## src/core/snr_map.svh

```systemverilog
// register offsets, field positions, reset values and timing figures of the receiver
`ifndef SNR_MAP_SVH
`define SNR_MAP_SVH
`define SNR_OFS_CTRL    8'h00
`define SNR_OFS_SMAX    8'h04
`define SNR_OFS_SMIN    8'h08
`define SNR_OFS_TICK    8'h0C
`define SNR_OFS_FRAME   8'h10
`define SNR_OFS_SYNC    8'h14
`define SNR_OFS_DATH    8'h18
`define SNR_OFS_DATL    8'h1C
`define SNR_OFS_STAT    8'h20
`define SNR_OFS_ICLR    8'h24
`define SNR_OFS_IEN     8'h28
`define SNR_BIT_EN      15
`define SNR_BIT_RCV     11
`define SNR_BIT_CRC     8
`define SNR_BIT_PPP     7
`define SNR_NIB_HI      2
`define SNR_NIB_LO      0
`define SNR_ST_DONE     0
`define SNR_ST_CRCERR   1
`define SNR_ST_FRMERR   2
`define SNR_CTRL_RST    16'h0000
`define SNR_LIM_RST     16'h0000
`define SNR_STAT_RST    3'h0
`define SNR_SYNC_TICKS  56
`define SNR_NIB_MIN_TK  12
`define SNR_NIB_MAX_TK  27
`define SNR_CRC_SEED    4'h5
`define SNR_CRC_POLY    4'hD
`endif

```

## src/core/snr_pkg.sv

```systemverilog
// types shared by the receiver
package snr_pkg;
  typedef enum logic [3:0] {
    st_off   = 4'b0001,
    st_hunt  = 4'b0010,
    st_data  = 4'b0100,
    st_pause = 4'b1000
  } snr_state_t;
endpackage

```

## src/core/snr_receiver.sv

```systemverilog
// single-wire sensor link receiver with ahb-lite register slave
// Functional notes
// - receive mode when receive select bit set
// - sync accepted when interval within limits
// - capture sync time, derive tick from it
// - check nibble widths, store nibbles in data
// - interrupt event on every complete message
// - nibble count field sets data nibbles
// - crc enable selects hardware crc check
// - pause bit expects pause pulse per frame
// - enable bit activates module after setup
// - tick equals prescaled clock times setting plus one
//
// Implementation choices: the register addresses and the AHB-Lite slave port.
`timescale 1ns/1ps
`default_nettype none
`include "snr_map.svh"
module snr_receiver
  import snr_pkg::*;
#(
  parameter int unsigned PRESCALE = 1
) (
  // clock and reset
  input  wire logic        i_clk,
  input  wire logic        i_rst_n,
  // ahb-lite slave
  input  wire logic        i_hsel,
  input  wire logic [31:0] i_haddr,
  input  wire logic [1:0]  i_htrans,
  input  wire logic        i_hwrite,
  input  wire logic [2:0]  i_hsize,
  input  wire logic [31:0] i_hwdata,
  input  wire logic        i_hready,
  output logic             o_hreadyout,
  output logic             o_hresp,
  output logic [31:0]      o_hrdata,
  // link and interrupt
  input  wire logic        i_sent,
  output logic             o_irq
);

  // six data nibbles plus status and crc fit one 32-bit word
  function automatic logic [2:0] nib_count(input logic [2:0] f);
    if (f == 3'h0) begin
      return 3'h1;
    end else if (f == 3'h7) begin
      return 3'h6;
    end
    return f;
  endfunction

  function automatic logic [3:0] crc4(input logic [3:0] c, input logic [3:0] n);
    logic [3:0] r;
    logic       fb;
    r = c;
    for (int i = 3; i >= 0; i--) begin
      fb = r[3] ^ n[i];
      r  = {r[2:0], 1'b0} ^ (fb ? `SNR_CRC_POLY : 4'h0);
    end
    return r;
  endfunction

  // bus state
  logic        wr_q,    wr_d;
  logic [7:0]  addr_q,  addr_d;
  logic [31:0] rdata_q, rdata_d;
  logic [15:0] ctrl_q,  ctrl_d;
  logic [15:0] smax_q,  smax_d;
  logic [15:0] smin_q,  smin_d;
  logic [15:0] tick_q,  tick_d;
  logic [15:0] frame_q, frame_d;
  logic [2:0]  ien_q,   ien_d;
  logic [2:0]  stat_q,  stat_d;
  logic [2:0]  iclr;
  // link state
  logic        sent_q;
  logic [7:0]  pre_q,   pre_d;
  logic [15:0] ivl_q,   ivl_d;
  logic [15:0] tkc_q,   tkc_d;
  logic [15:0] ftk_q,   ftk_d;
  logic [15:0] sync_q,  sync_d;
  logic [31:0] sh_q,    sh_d;
  logic [31:0] dat_q,   dat_d;
  logic [3:0]  crc_q,   crc_d;
  logic [2:0]  idx_q,   idx_d;
  snr_state_t  st_q,    st_d;
  // decode helpers
  logic        ap_valid;
  logic        pre_en;
  logic        tick_stb;
  logic        fall;
  logic        run;
  logic        in_sync;
  logic        nib_ok;
  logic        pause_ok;
  logic        do_start;
  logic [23:0] iv_x;
  logic [15:1] ge;
  logic [3:0]  nib_val;
  logic [2:0]  nlast;
  logic [2:0]  ev;

  assign ap_valid    = i_hsel & i_htrans[1] & i_hready;
  assign o_hreadyout = 1'b1;
  assign o_hresp     = 1'b0;
  assign o_hrdata    = rdata_q;
  assign o_irq       = |(stat_q & ien_q);

  // register file
  always_comb begin
    wr_d    = ap_valid & i_hwrite;
    addr_d  = ap_valid ? i_haddr[7:0] : addr_q;
    ctrl_d  = ctrl_q;
    smax_d  = smax_q;
    smin_d  = smin_q;
    tick_d  = tick_q;
    frame_d = frame_q;
    ien_d   = ien_q;
    iclr    = 3'h0;
    if (wr_q) begin
      case (addr_q)
        `SNR_OFS_CTRL:  ctrl_d  = i_hwdata[15:0];
        `SNR_OFS_SMAX:  smax_d  = i_hwdata[15:0];
        `SNR_OFS_SMIN:  smin_d  = i_hwdata[15:0];
        `SNR_OFS_TICK:  tick_d  = i_hwdata[15:0];
        `SNR_OFS_FRAME: frame_d = i_hwdata[15:0];
        `SNR_OFS_ICLR:  iclr    = i_hwdata[2:0];
        `SNR_OFS_IEN:   ien_d   = i_hwdata[2:0];
        default: ;
      endcase
    end
    // a new event wins over a clear in the same cycle
    stat_d  = (stat_q & ~iclr) | ev;
    rdata_d = 32'h0000_0000;
    if (ap_valid && !i_hwrite) begin
      case (i_haddr[7:0])
        `SNR_OFS_CTRL:  rdata_d = {16'h0000, ctrl_q};
        `SNR_OFS_SMAX:  rdata_d = {16'h0000, smax_q};
        `SNR_OFS_SMIN:  rdata_d = {16'h0000, smin_q};
        `SNR_OFS_TICK:  rdata_d = {16'h0000, tick_q};
        `SNR_OFS_FRAME: rdata_d = {16'h0000, frame_q};
        `SNR_OFS_SYNC:  rdata_d = {16'(sync_q / 16'd56), sync_q};
        `SNR_OFS_DATH:  rdata_d = {16'h0000, dat_q[31:16]};
        `SNR_OFS_DATL:  rdata_d = {16'h0000, dat_q[15:0]};
        `SNR_OFS_STAT:  rdata_d = {29'h0000_0000, stat_q};
        `SNR_OFS_IEN:   rdata_d = {29'h0000_0000, ien_q};
        default:        rdata_d = 32'h0000_0000;
      endcase
    end
  end

  always_ff @(posedge i_clk or negedge i_rst_n) begin
    if (!i_rst_n) begin
      wr_q    <= 1'b0;
      addr_q  <= 8'h00;
      rdata_q <= 32'h0000_0000;
      ctrl_q  <= `SNR_CTRL_RST;
      smax_q  <= `SNR_LIM_RST;
      smin_q  <= `SNR_LIM_RST;
      tick_q  <= `SNR_LIM_RST;
      frame_q <= `SNR_LIM_RST;
      ien_q   <= `SNR_STAT_RST;
      stat_q  <= `SNR_STAT_RST;
    end else begin
      wr_q    <= wr_d;
      addr_q  <= addr_d;
      rdata_q <= rdata_d;
      ctrl_q  <= ctrl_d;
      smax_q  <= smax_d;
      smin_q  <= smin_d;
      tick_q  <= tick_d;
      frame_q <= frame_d;
      ien_q   <= ien_d;
      stat_q  <= stat_d;
    end
  end

  // interval decode: compare interval*112 with sync*(2w-1), i.e. half-tick bounds
  assign iv_x = 24'(ivl_q * (2 * `SNR_SYNC_TICKS));
  for (genvar k = 1; k < 16; k++) begin : g_thr
    assign ge[k] = iv_x >= 24'(sync_q * (2 * `SNR_NIB_MIN_TK - 1 + 2 * k));
  end
  assign pause_ok = iv_x >= 24'(sync_q * (2 * `SNR_NIB_MIN_TK - 1));
  assign nib_ok   = pause_ok && (iv_x < 24'(sync_q * (2 * `SNR_NIB_MAX_TK + 1)));
  assign in_sync  = (ivl_q >= smin_q) && (ivl_q <= smax_q);
  assign pre_en   = pre_q == 8'(PRESCALE - 1);
  assign tick_stb = pre_en && (tkc_q == tick_q);
  assign fall     = sent_q & ~i_sent;
  assign run      = ctrl_q[`SNR_BIT_EN] & ctrl_q[`SNR_BIT_RCV];
  assign nlast    = nib_count(ctrl_q[`SNR_NIB_HI:`SNR_NIB_LO]) + 3'h1;

  // receive engine
  always_comb begin
    nib_val = 4'h0;
    for (int k = 1; k < 16; k++) begin
      nib_val = nib_val + 4'(ge[k]);
    end
    pre_d    = pre_en ? 8'h00 : 8'(pre_q + 8'h01);
    ivl_d    = ivl_q;
    if (fall) begin
      ivl_d = 16'h0000;
    end else if (pre_en && ivl_q != 16'hFFFF) begin
      ivl_d = 16'(ivl_q + 16'h0001);
    end
    tkc_d    = pre_en ? (tick_stb ? 16'h0000 : 16'(tkc_q + 16'h0001)) : tkc_q;
    ftk_d    = (tick_stb && ftk_q != 16'hFFFF) ? 16'(ftk_q + 16'h0001) : ftk_q;
    st_d     = st_q;
    sync_d   = sync_q;
    sh_d     = sh_q;
    dat_d    = dat_q;
    crc_d    = crc_q;
    idx_d    = idx_q;
    ev       = 3'h0;
    do_start = 1'b0;
    if (!run) begin
      st_d = st_off;
    end else begin
      case (st_q)
        st_off: begin
          st_d = st_hunt;
        end
        st_hunt: begin
          do_start = fall && in_sync;
        end
        st_data: begin
          if (fall) begin
            if (nib_ok) begin
              sh_d  = {sh_q[27:0], nib_val};
              idx_d = 3'(idx_q + 3'h1);
              if (idx_q != 3'h0 && idx_q != nlast) begin
                crc_d = crc4(crc_q, nib_val);
              end
              if (idx_q == nlast) begin
                dat_d = {sh_q[27:0], nib_val};
                ev[`SNR_ST_DONE] = 1'b1;
                if (ctrl_q[`SNR_BIT_CRC] && crc4(crc_q, 4'h0) != nib_val) begin
                  ev[`SNR_ST_CRCERR] = 1'b1;
                end
                st_d = ctrl_q[`SNR_BIT_PPP] ? st_pause : st_hunt;
              end
            end else if (in_sync) begin
              ev[`SNR_ST_FRMERR] = 1'b1;
              do_start = 1'b1;
            end else begin
              ev[`SNR_ST_FRMERR] = 1'b1;
              st_d = st_hunt;
            end
          end else if (frame_q != 16'h0000 && ftk_q >= frame_q) begin
            // a stuck line ends here rather than waiting for an edge
            ev[`SNR_ST_FRMERR] = 1'b1;
            st_d = st_hunt;
          end
        end
        st_pause: begin
          if (fall) begin
            if (in_sync) begin
              do_start = 1'b1;
            end else begin
              ev[`SNR_ST_FRMERR] = !pause_ok;
              st_d = st_hunt;
            end
          end
        end
        default: begin
          st_d = st_hunt;
        end
      endcase
    end
    if (do_start) begin
      sync_d = ivl_q;
      st_d   = st_data;
      idx_d  = 3'h0;
      sh_d   = 32'h0000_0000;
      crc_d  = `SNR_CRC_SEED;
      ftk_d  = 16'h0000;
    end
  end

  always_ff @(posedge i_clk or negedge i_rst_n) begin
    if (!i_rst_n) begin
      sent_q <= 1'b1;
      pre_q  <= 8'h00;
      ivl_q  <= 16'h0000;
      tkc_q  <= 16'h0000;
      ftk_q  <= 16'h0000;
      sync_q <= 16'h0000;
      sh_q   <= 32'h0000_0000;
      dat_q  <= 32'h0000_0000;
      crc_q  <= `SNR_CRC_SEED;
      idx_q  <= 3'h0;
      st_q   <= st_off;
    end else begin
      sent_q <= i_sent;
      pre_q  <= pre_d;
      ivl_q  <= ivl_d;
      tkc_q  <= tkc_d;
      ftk_q  <= ftk_d;
      sync_q <= sync_d;
      sh_q   <= sh_d;
      dat_q  <= dat_d;
      crc_q  <= crc_d;
      idx_q  <= idx_d;
      st_q   <= st_d;
    end
  end

endmodule // snr_receiver
`default_nettype wire

```

## config.mk

```make
export PLATFORM = sky130hd
export DESIGN_NAME = snr_receiver
export DESIGN_NICKNAME = d
export VERILOG_FILES = /design/src/core/snr_pkg.sv /design/src/core/snr_receiver.sv
export VERILOG_INCLUDE_DIRS = /design/src /design/src/core
export SDC_FILE = /design/constraint.sdc
export NUM_CORES = 2
export LEC_CHECK = 0
export BUFFER_PORTS_ARGS = -buffer_cell sky130_fd_sc_hd__buf_2
export CAP_MARGIN = 40
export CORE_MARGIN = 4
export CORE_UTILIZATION = 60
export CTS_BUF_LIST = sky130_fd_sc_hd__clkbuf_16
export CTS_CLUSTER_DIAMETER = 80
export DETAILED_ROUTE_END_ITERATION = 8
export HOLD_SLACK_MARGIN = 0.05
export PLACE_DENSITY = 0.77
export SETUP_SLACK_MARGIN = 0.05
export SLEW_MARGIN = 20
export SYNTH_ARGS = -nofsm -noshare
export SYNTH_HDL_FRONTEND = slang
export SYNTH_SLANG_ARGS = --single-unit
```

## constraint.sdc

```tcl
create_clock -name i_clk -period 10.22 [get_ports i_clk]
set_input_delay 1.533 -clock i_clk [delete_from_list [all_inputs] [get_ports i_clk]]
set_output_delay 1.533 -clock i_clk [all_outputs]
set_load 0.01 [all_outputs]
```

-- Word-level counts from Yosys, hierarchy flattened
Cells that the tools add are included.
- add/subtract/negate cells: 20
- $mul: 18
- divide/modulo/power cells: 1
- $lt $le $gt $ge: 20
- equal/unequal tests: 29
- shifts and indexed selects: 0
- muxes and demuxes: 67
- bitwise operators: 22
- reductions and logical operators: 36
- operator list (cell ; count):
    $pmux W32 S10 ; 1
    $mul A16 B6 Y22 const B ; 12
    $ge A23 B22 Y1 ; 11
    $mux W28 ; 5
    $ge A23 B21 Y1 ; 5
    $mul A16 B5 Y21 const B ; 5
    $mux W4 ; 23
    $mux W16 ; 5
    $add A16 B1 Y16 const B ; 3
    $add A4 B1 Y4 ; 11
    $eq A8 B5 Y1 const B ; 5
    $mux W3 ; 11
    $eq A8 B4 Y1 const B ; 4
    $eq A8 B6 Y1 const B ; 4
    $ge A16 B16 Y1 ; 2
    $mux W32 ; 1
    $ne A16 B16 Y1 const B ; 2
    $xor A4 B4 Y4 ; 8
    $logic_not A8 Y1 ; 3
    $lt A23 B22 Y1 ; 1
    $mul A16 B3 Y19 const B ; 1
    $div A16 B6 Y16 const B ; 1
    $eq A16 B16 Y1 ; 1
    $eq A8 B3 Y1 const B ; 2
    other kinds (39) ; 86
- register bits after elaboration: 271
- latch bits: 0
- bits in writable memories: 0
- memory bits (read-only): 0
- logic and storage cells: 234
- memories kept: 0

-- Longest topological paths before layout
- depth after elaboration: 34
- depth in mapped cells: 47
- gate-level depth less buffers: 46

-- Least setup slack after synthesis
OpenSTA, ideal clock, no wires.
- kind: reg-to-reg
- start point: register sync_q[4]
- end point: register crc_q[3]
- setup time: 0.125 ns
- data arrival time: 10.353 ns
- data required time: 10.095 ns
- slack: -0.258 ns
- cell stages (with the launch flop): 42
- path buffers: 1
- clock period less this slack: 10.478 ns
- path through: dfrtp_1 -> clkbuf_1 -> inv_1 -> ha_1 -> ha_1 -> inv_1 -> fa_1 -> inv_1 -> ha_1 -> a21o_1 -> a21oi_1 -> o21ai_0 -> a21oi_1 -> o21ai_0 -> a21oi_1 -> o21ai_0 -> a21oi_1 -> o21ai_0 -> (+6 left out) -> a21o_1 -> a21oi_1 -> o21ai_0 -> a221o_1 -> a21o_1 -> a211o_1 -> fa_1 -> fa_1 -> fa_1 -> fa_1 -> inv_1 -> fa_1 -> fa_1 -> xnor2_1 -> xor2_1 -> xnor2_1 -> nor2_1 -> mux2_2
- longest elaborated chain between the ends: 34
- RTL lines (element ; line ; text):
    start, declared ; snr_receiver.sv:81 ; logic [15:0] sync_q, sync_d;
    start signal, assigned ; snr_receiver.sv:298 ; sync_q <= sync_d;
    $mul A16 B5 Y21 ; snr_receiver.sv:181 ; assign ge[k] = iv_x >= 24'(sync_q * (2 * `SNR_NIB_MIN_TK - 1 + 2 * k));
    $ge A23 B21 Y1 ; snr_receiver.sv:181 ;
    $add A1 B1 Y2 ; snr_receiver.sv:196 ; nib_val = nib_val + 4'(ge[k]);
    $add A2 B1 Y3 ; snr_receiver.sv:196 ;
    $add A3 B1 Y4 ; snr_receiver.sv:196 ;
    $add A4 B1 Y4 (11 in a row) ; snr_receiver.sv:196 ;
    $xor A1 B1 Y1 ; snr_receiver.sv:57 ; fb = r[3] ^ n[i];
    $mux W4 ; snr_receiver.sv:58 ; r = {r[2:0], 1'b0} ^ (fb ? `SNR_CRC_POLY : 4'h0);
    (+8 left out) ; - ;
    $mux W4 ; snr_receiver.sv:58 ;
    $xor A4 B4 Y4 ; snr_receiver.sv:58 ;
    $mux W4 ; snr_receiver.sv:230 ; if (idx_q != 3'h0 && idx_q != nlast) begin
    $mux W4 ; snr_receiver.sv:227 ; if (nib_ok) begin
    $mux W4 ; snr_receiver.sv:226 ; if (fall) begin
    $mux W4 ; snr_receiver.sv:218 ; case (st_q)
    $mux W4 ; snr_receiver.sv:215 ; if (!run) begin
    $mux W4 ; snr_receiver.sv:269 ; if (do_start) begin
    end signal, assigned ; snr_receiver.sv:289 ; crc_q <= `SNR_CRC_SEED;
    end signal, assigned ; snr_receiver.sv:301 ; crc_q <= crc_d;
    end, declared ; snr_receiver.sv:84 ; logic [3:0] crc_q, crc_d;
Several ways; a longest one is shown, not always the timed one. The select of a mux whose other input is x is not followed.
A chain may end at the register's enable or synchronous reset.

-- Final worst setup path
Ends and elaborated chain as after synthesis.

==> results.cfg <==
[outcome]
status = finished, final reports clean

[place]
finalWeightedCongestion = 0.998
dpl_cell_area_um2 = 50300
portBuffers = 58
dp_hpwl_um = 114000
placedCellCount = 6591

[sta]
timing.hold.ws_ns = 0.489
fin_skew_ns = 0.0143
fin_crit_sh_pct = 97.1
slew_viol_final = 0
tns_ns = 0
timing.fmax_mhz = 101
hold_viol = 0
rsz0062_at_grt = yes
worst_pin_slew_ns = 0.954
setup-violations-final = 0
fin_crit_ns = 9.92
relSlewSlack_pct = 35.5

[final_layout]
mostFrequentLayoutCell = inv_1
final_util_pct = 69.3
layout-drive-gt1-share_pct = 15.9
fill_cells = 5900
layout_common_cells = inv_1, ha_1, buf_4
syn2layout_area_growth_pct = 14.3
largest_reg_flops = 32
fin_nets = 6948
top_register = dat_q
fin_area_um2 = 52700
stdcell_count = 6701
antennaDiodeCount = 0

[hold_path]
min-delay-start = pre_q[7]
hold_class = reg2reg

[critical_path]
crit_required_ns = 10.67
crit_path_end_kind = flop
critPathLaunch = sync_q[4]
cp_max_fo = 5
critPathMaxStageDelay_ns = 0.52
critPathArrivalTime_ns = 10.37
crit_slowest_cell = dfrtp_2
reg2reg_from = sync_q[4]
worstSetupPathType = reg2reg
crit_path_start_kind = flop
cp_common_cell = fa_1

[floorplanning]
coreArea_um2 = 76100
die_area_um2 = 81400
die_x_um = 285
die_y_um = 285
top_level_ports = 110
num_rows = 101
initial_utilization_pct = 60.7

[synthesis]
yosysUniqueCellTypes = 111
ys_seq_area_share_pct = 14.4
synthArstFlopShare_pct = 100
ys_warn_count = 0
ys_ff_latch = 266
syn-cell-area_um2 = 46200
synth.avg_cell_area_um2 = 8.81
synth_ff_type = dfrtp_1
synth-edff-count = 0
synthCells = 5239

[routing]
post_drt_wl_per_cell_um = 21.2
antenna_left = 0
vias = 40200
drt_wl_total_um = 142000
drc = 0
drt_pre_antenna_iters = 6
vias_per_cell = 6.00
drtIter0Drc = 3660

[grt]
grt_pass1_vias = 39900
antenna_found_initial = 1
busiest_layer = met2
use_met1_pct = 47.5
use_met3_pct = 7.21
grt-ovfl-total = 0
grt_pass1_wl_um = 222000
grt_util_all_layers_pct = 34.1
grt_max_degree = 90
use_met2_pct = 53.6

[clock_tree]
cts_buffer_depth = 3
cts_sinks = 266
clock-root-buffer = clkbuf_16
path_clk_slew_ns = 0.07
cts_buffers = 26
htreeDepth = 1
clock_latency_ns = 0.56
cts_tree = done

[power]
p_leak_nw = 27.8
power.density_nw_per_um2 = 66.1
vdd_drop_max_v = 0.000124

[run]
max_cap_violations = 0
-- cells in the mapped netlist, drive strengths merged, types with 18 or more instances --
master,instances,area share (%)
clkbuf,69,0.56
nand3,110,1.2
xor2,89,1.7
dfrtp,262,14
fa,348,15
nand2,235,1.9
nor2,212,1.7
xnor2,302,5.8
mux2,108,2.6
nand4,58,0.83
nor4,36,0.51
a21oi,422,4.6
ha,873,24
a211o,18,0.34
inv,877,7.1
mux2i,45,0.98
a22oi,18,0.29
o22ai,27,0.37
o21a,19,0.31
nor3,54,0.63
and3,21,0.29
a211oi,33,0.59
a21o,109,1.8
nand2b,119,1.6
and2,23,0.31
or3,23,0.32
o21bai,99,1.6
buf,29,0.38
o21ai,313,3.4
nor2b,80,1.1
-- stage by stage --
| step | power [mW] | setup WS [ns] |
|---|---|---|
| after detailed placement | 2.47 | -0.495 |
| final | 3.48 | 0.301 |
| after CTS | 3.44 | 0.0542 |
| after floorplan | 1.87 | 0.0936 |
| after global placement | 2.42 | -0.287 |
| after global routing | 3.66 | -0.128 |
-- final timing paths --
check                                     to  slack, ns  depth (start not counted)
worst max-delay path                crc_q[3]       0.30                         42
worst min-delay path                pre_q[7]       0.49                          1
worst max register to register      crc_q[3]       0.30                         42
worst min register to register      pre_q[7]       0.49                          1
max in group asynchronous             sent_q       7.61                          4
min in group asynchronous       o_hrdata[22]       0.99                          1
-- final cells by class --
type,instances,area (µm²),share of cell area [%]
sequential,266,6670,12.7
multi-input combinational,4002,37000,70.2
timing repair buffer,477,3620,6.87
inverter,879,3310,6.28
tap,1030,1290,2.44
clock buffer,26,651,1.23
clock inverter,21,189,0.358
-- layer usage --
layer | vias to the layer above | share of wire (%)
met4 | 2 | 4.0
li1 | 18700 | -
met2 | 1644 | 44
met5 | - | 0.012
met3 | 362 | 9.5
met1 | 19400 | 42
-- worst max-delay path, delay by kind of cell (launching register included) --
family	cells	cell delay [ns]
simple gates	5	0.51
mux	1	0.27
fa+ha+maj	11	4.46
flops	1	0.52
buf+inv	5	0.71
compound gates	16	2.67
xor+xnor	4	0.69
-- power by group --
group	switching (mW)	leakage, nW	internal [mW]
clock network	0.432	0.433	0.541
registers	0.0572	3.32	1.10
logic	0.857	24.0	0.501
total	1.35	27.8	2.14
-- logic make-up (layout without fill, tap and decap cells) --
logic type	after synthesis	count (layout)	synth area share, %
other	2	7	0.0163
and+or+nand+nor	1039	1040	11.7
adders and majority gates	1224	1224	38.8
AOI/OAI and AO/OA	1184	1184	15.7
xor gates and xnor gates	391	391	7.49
buffers and inverters	977	1403	8.09
muxes	156	156	3.76
DFF	266	266	14.4
-- what timing repair did --
| action | in CTS | in global routing |
|---|---|---|
| buffers inserted | 16 | 41 |
| gates resized for setup | 69 | 220 |
| cloned | 0 | 1 |
| pin swaps | 47 | 141 |
| hold buffers | 0 | 0 |
| endpoints found under the setup margin | 7 | 11 |
(Power assumes the default switching activity.)
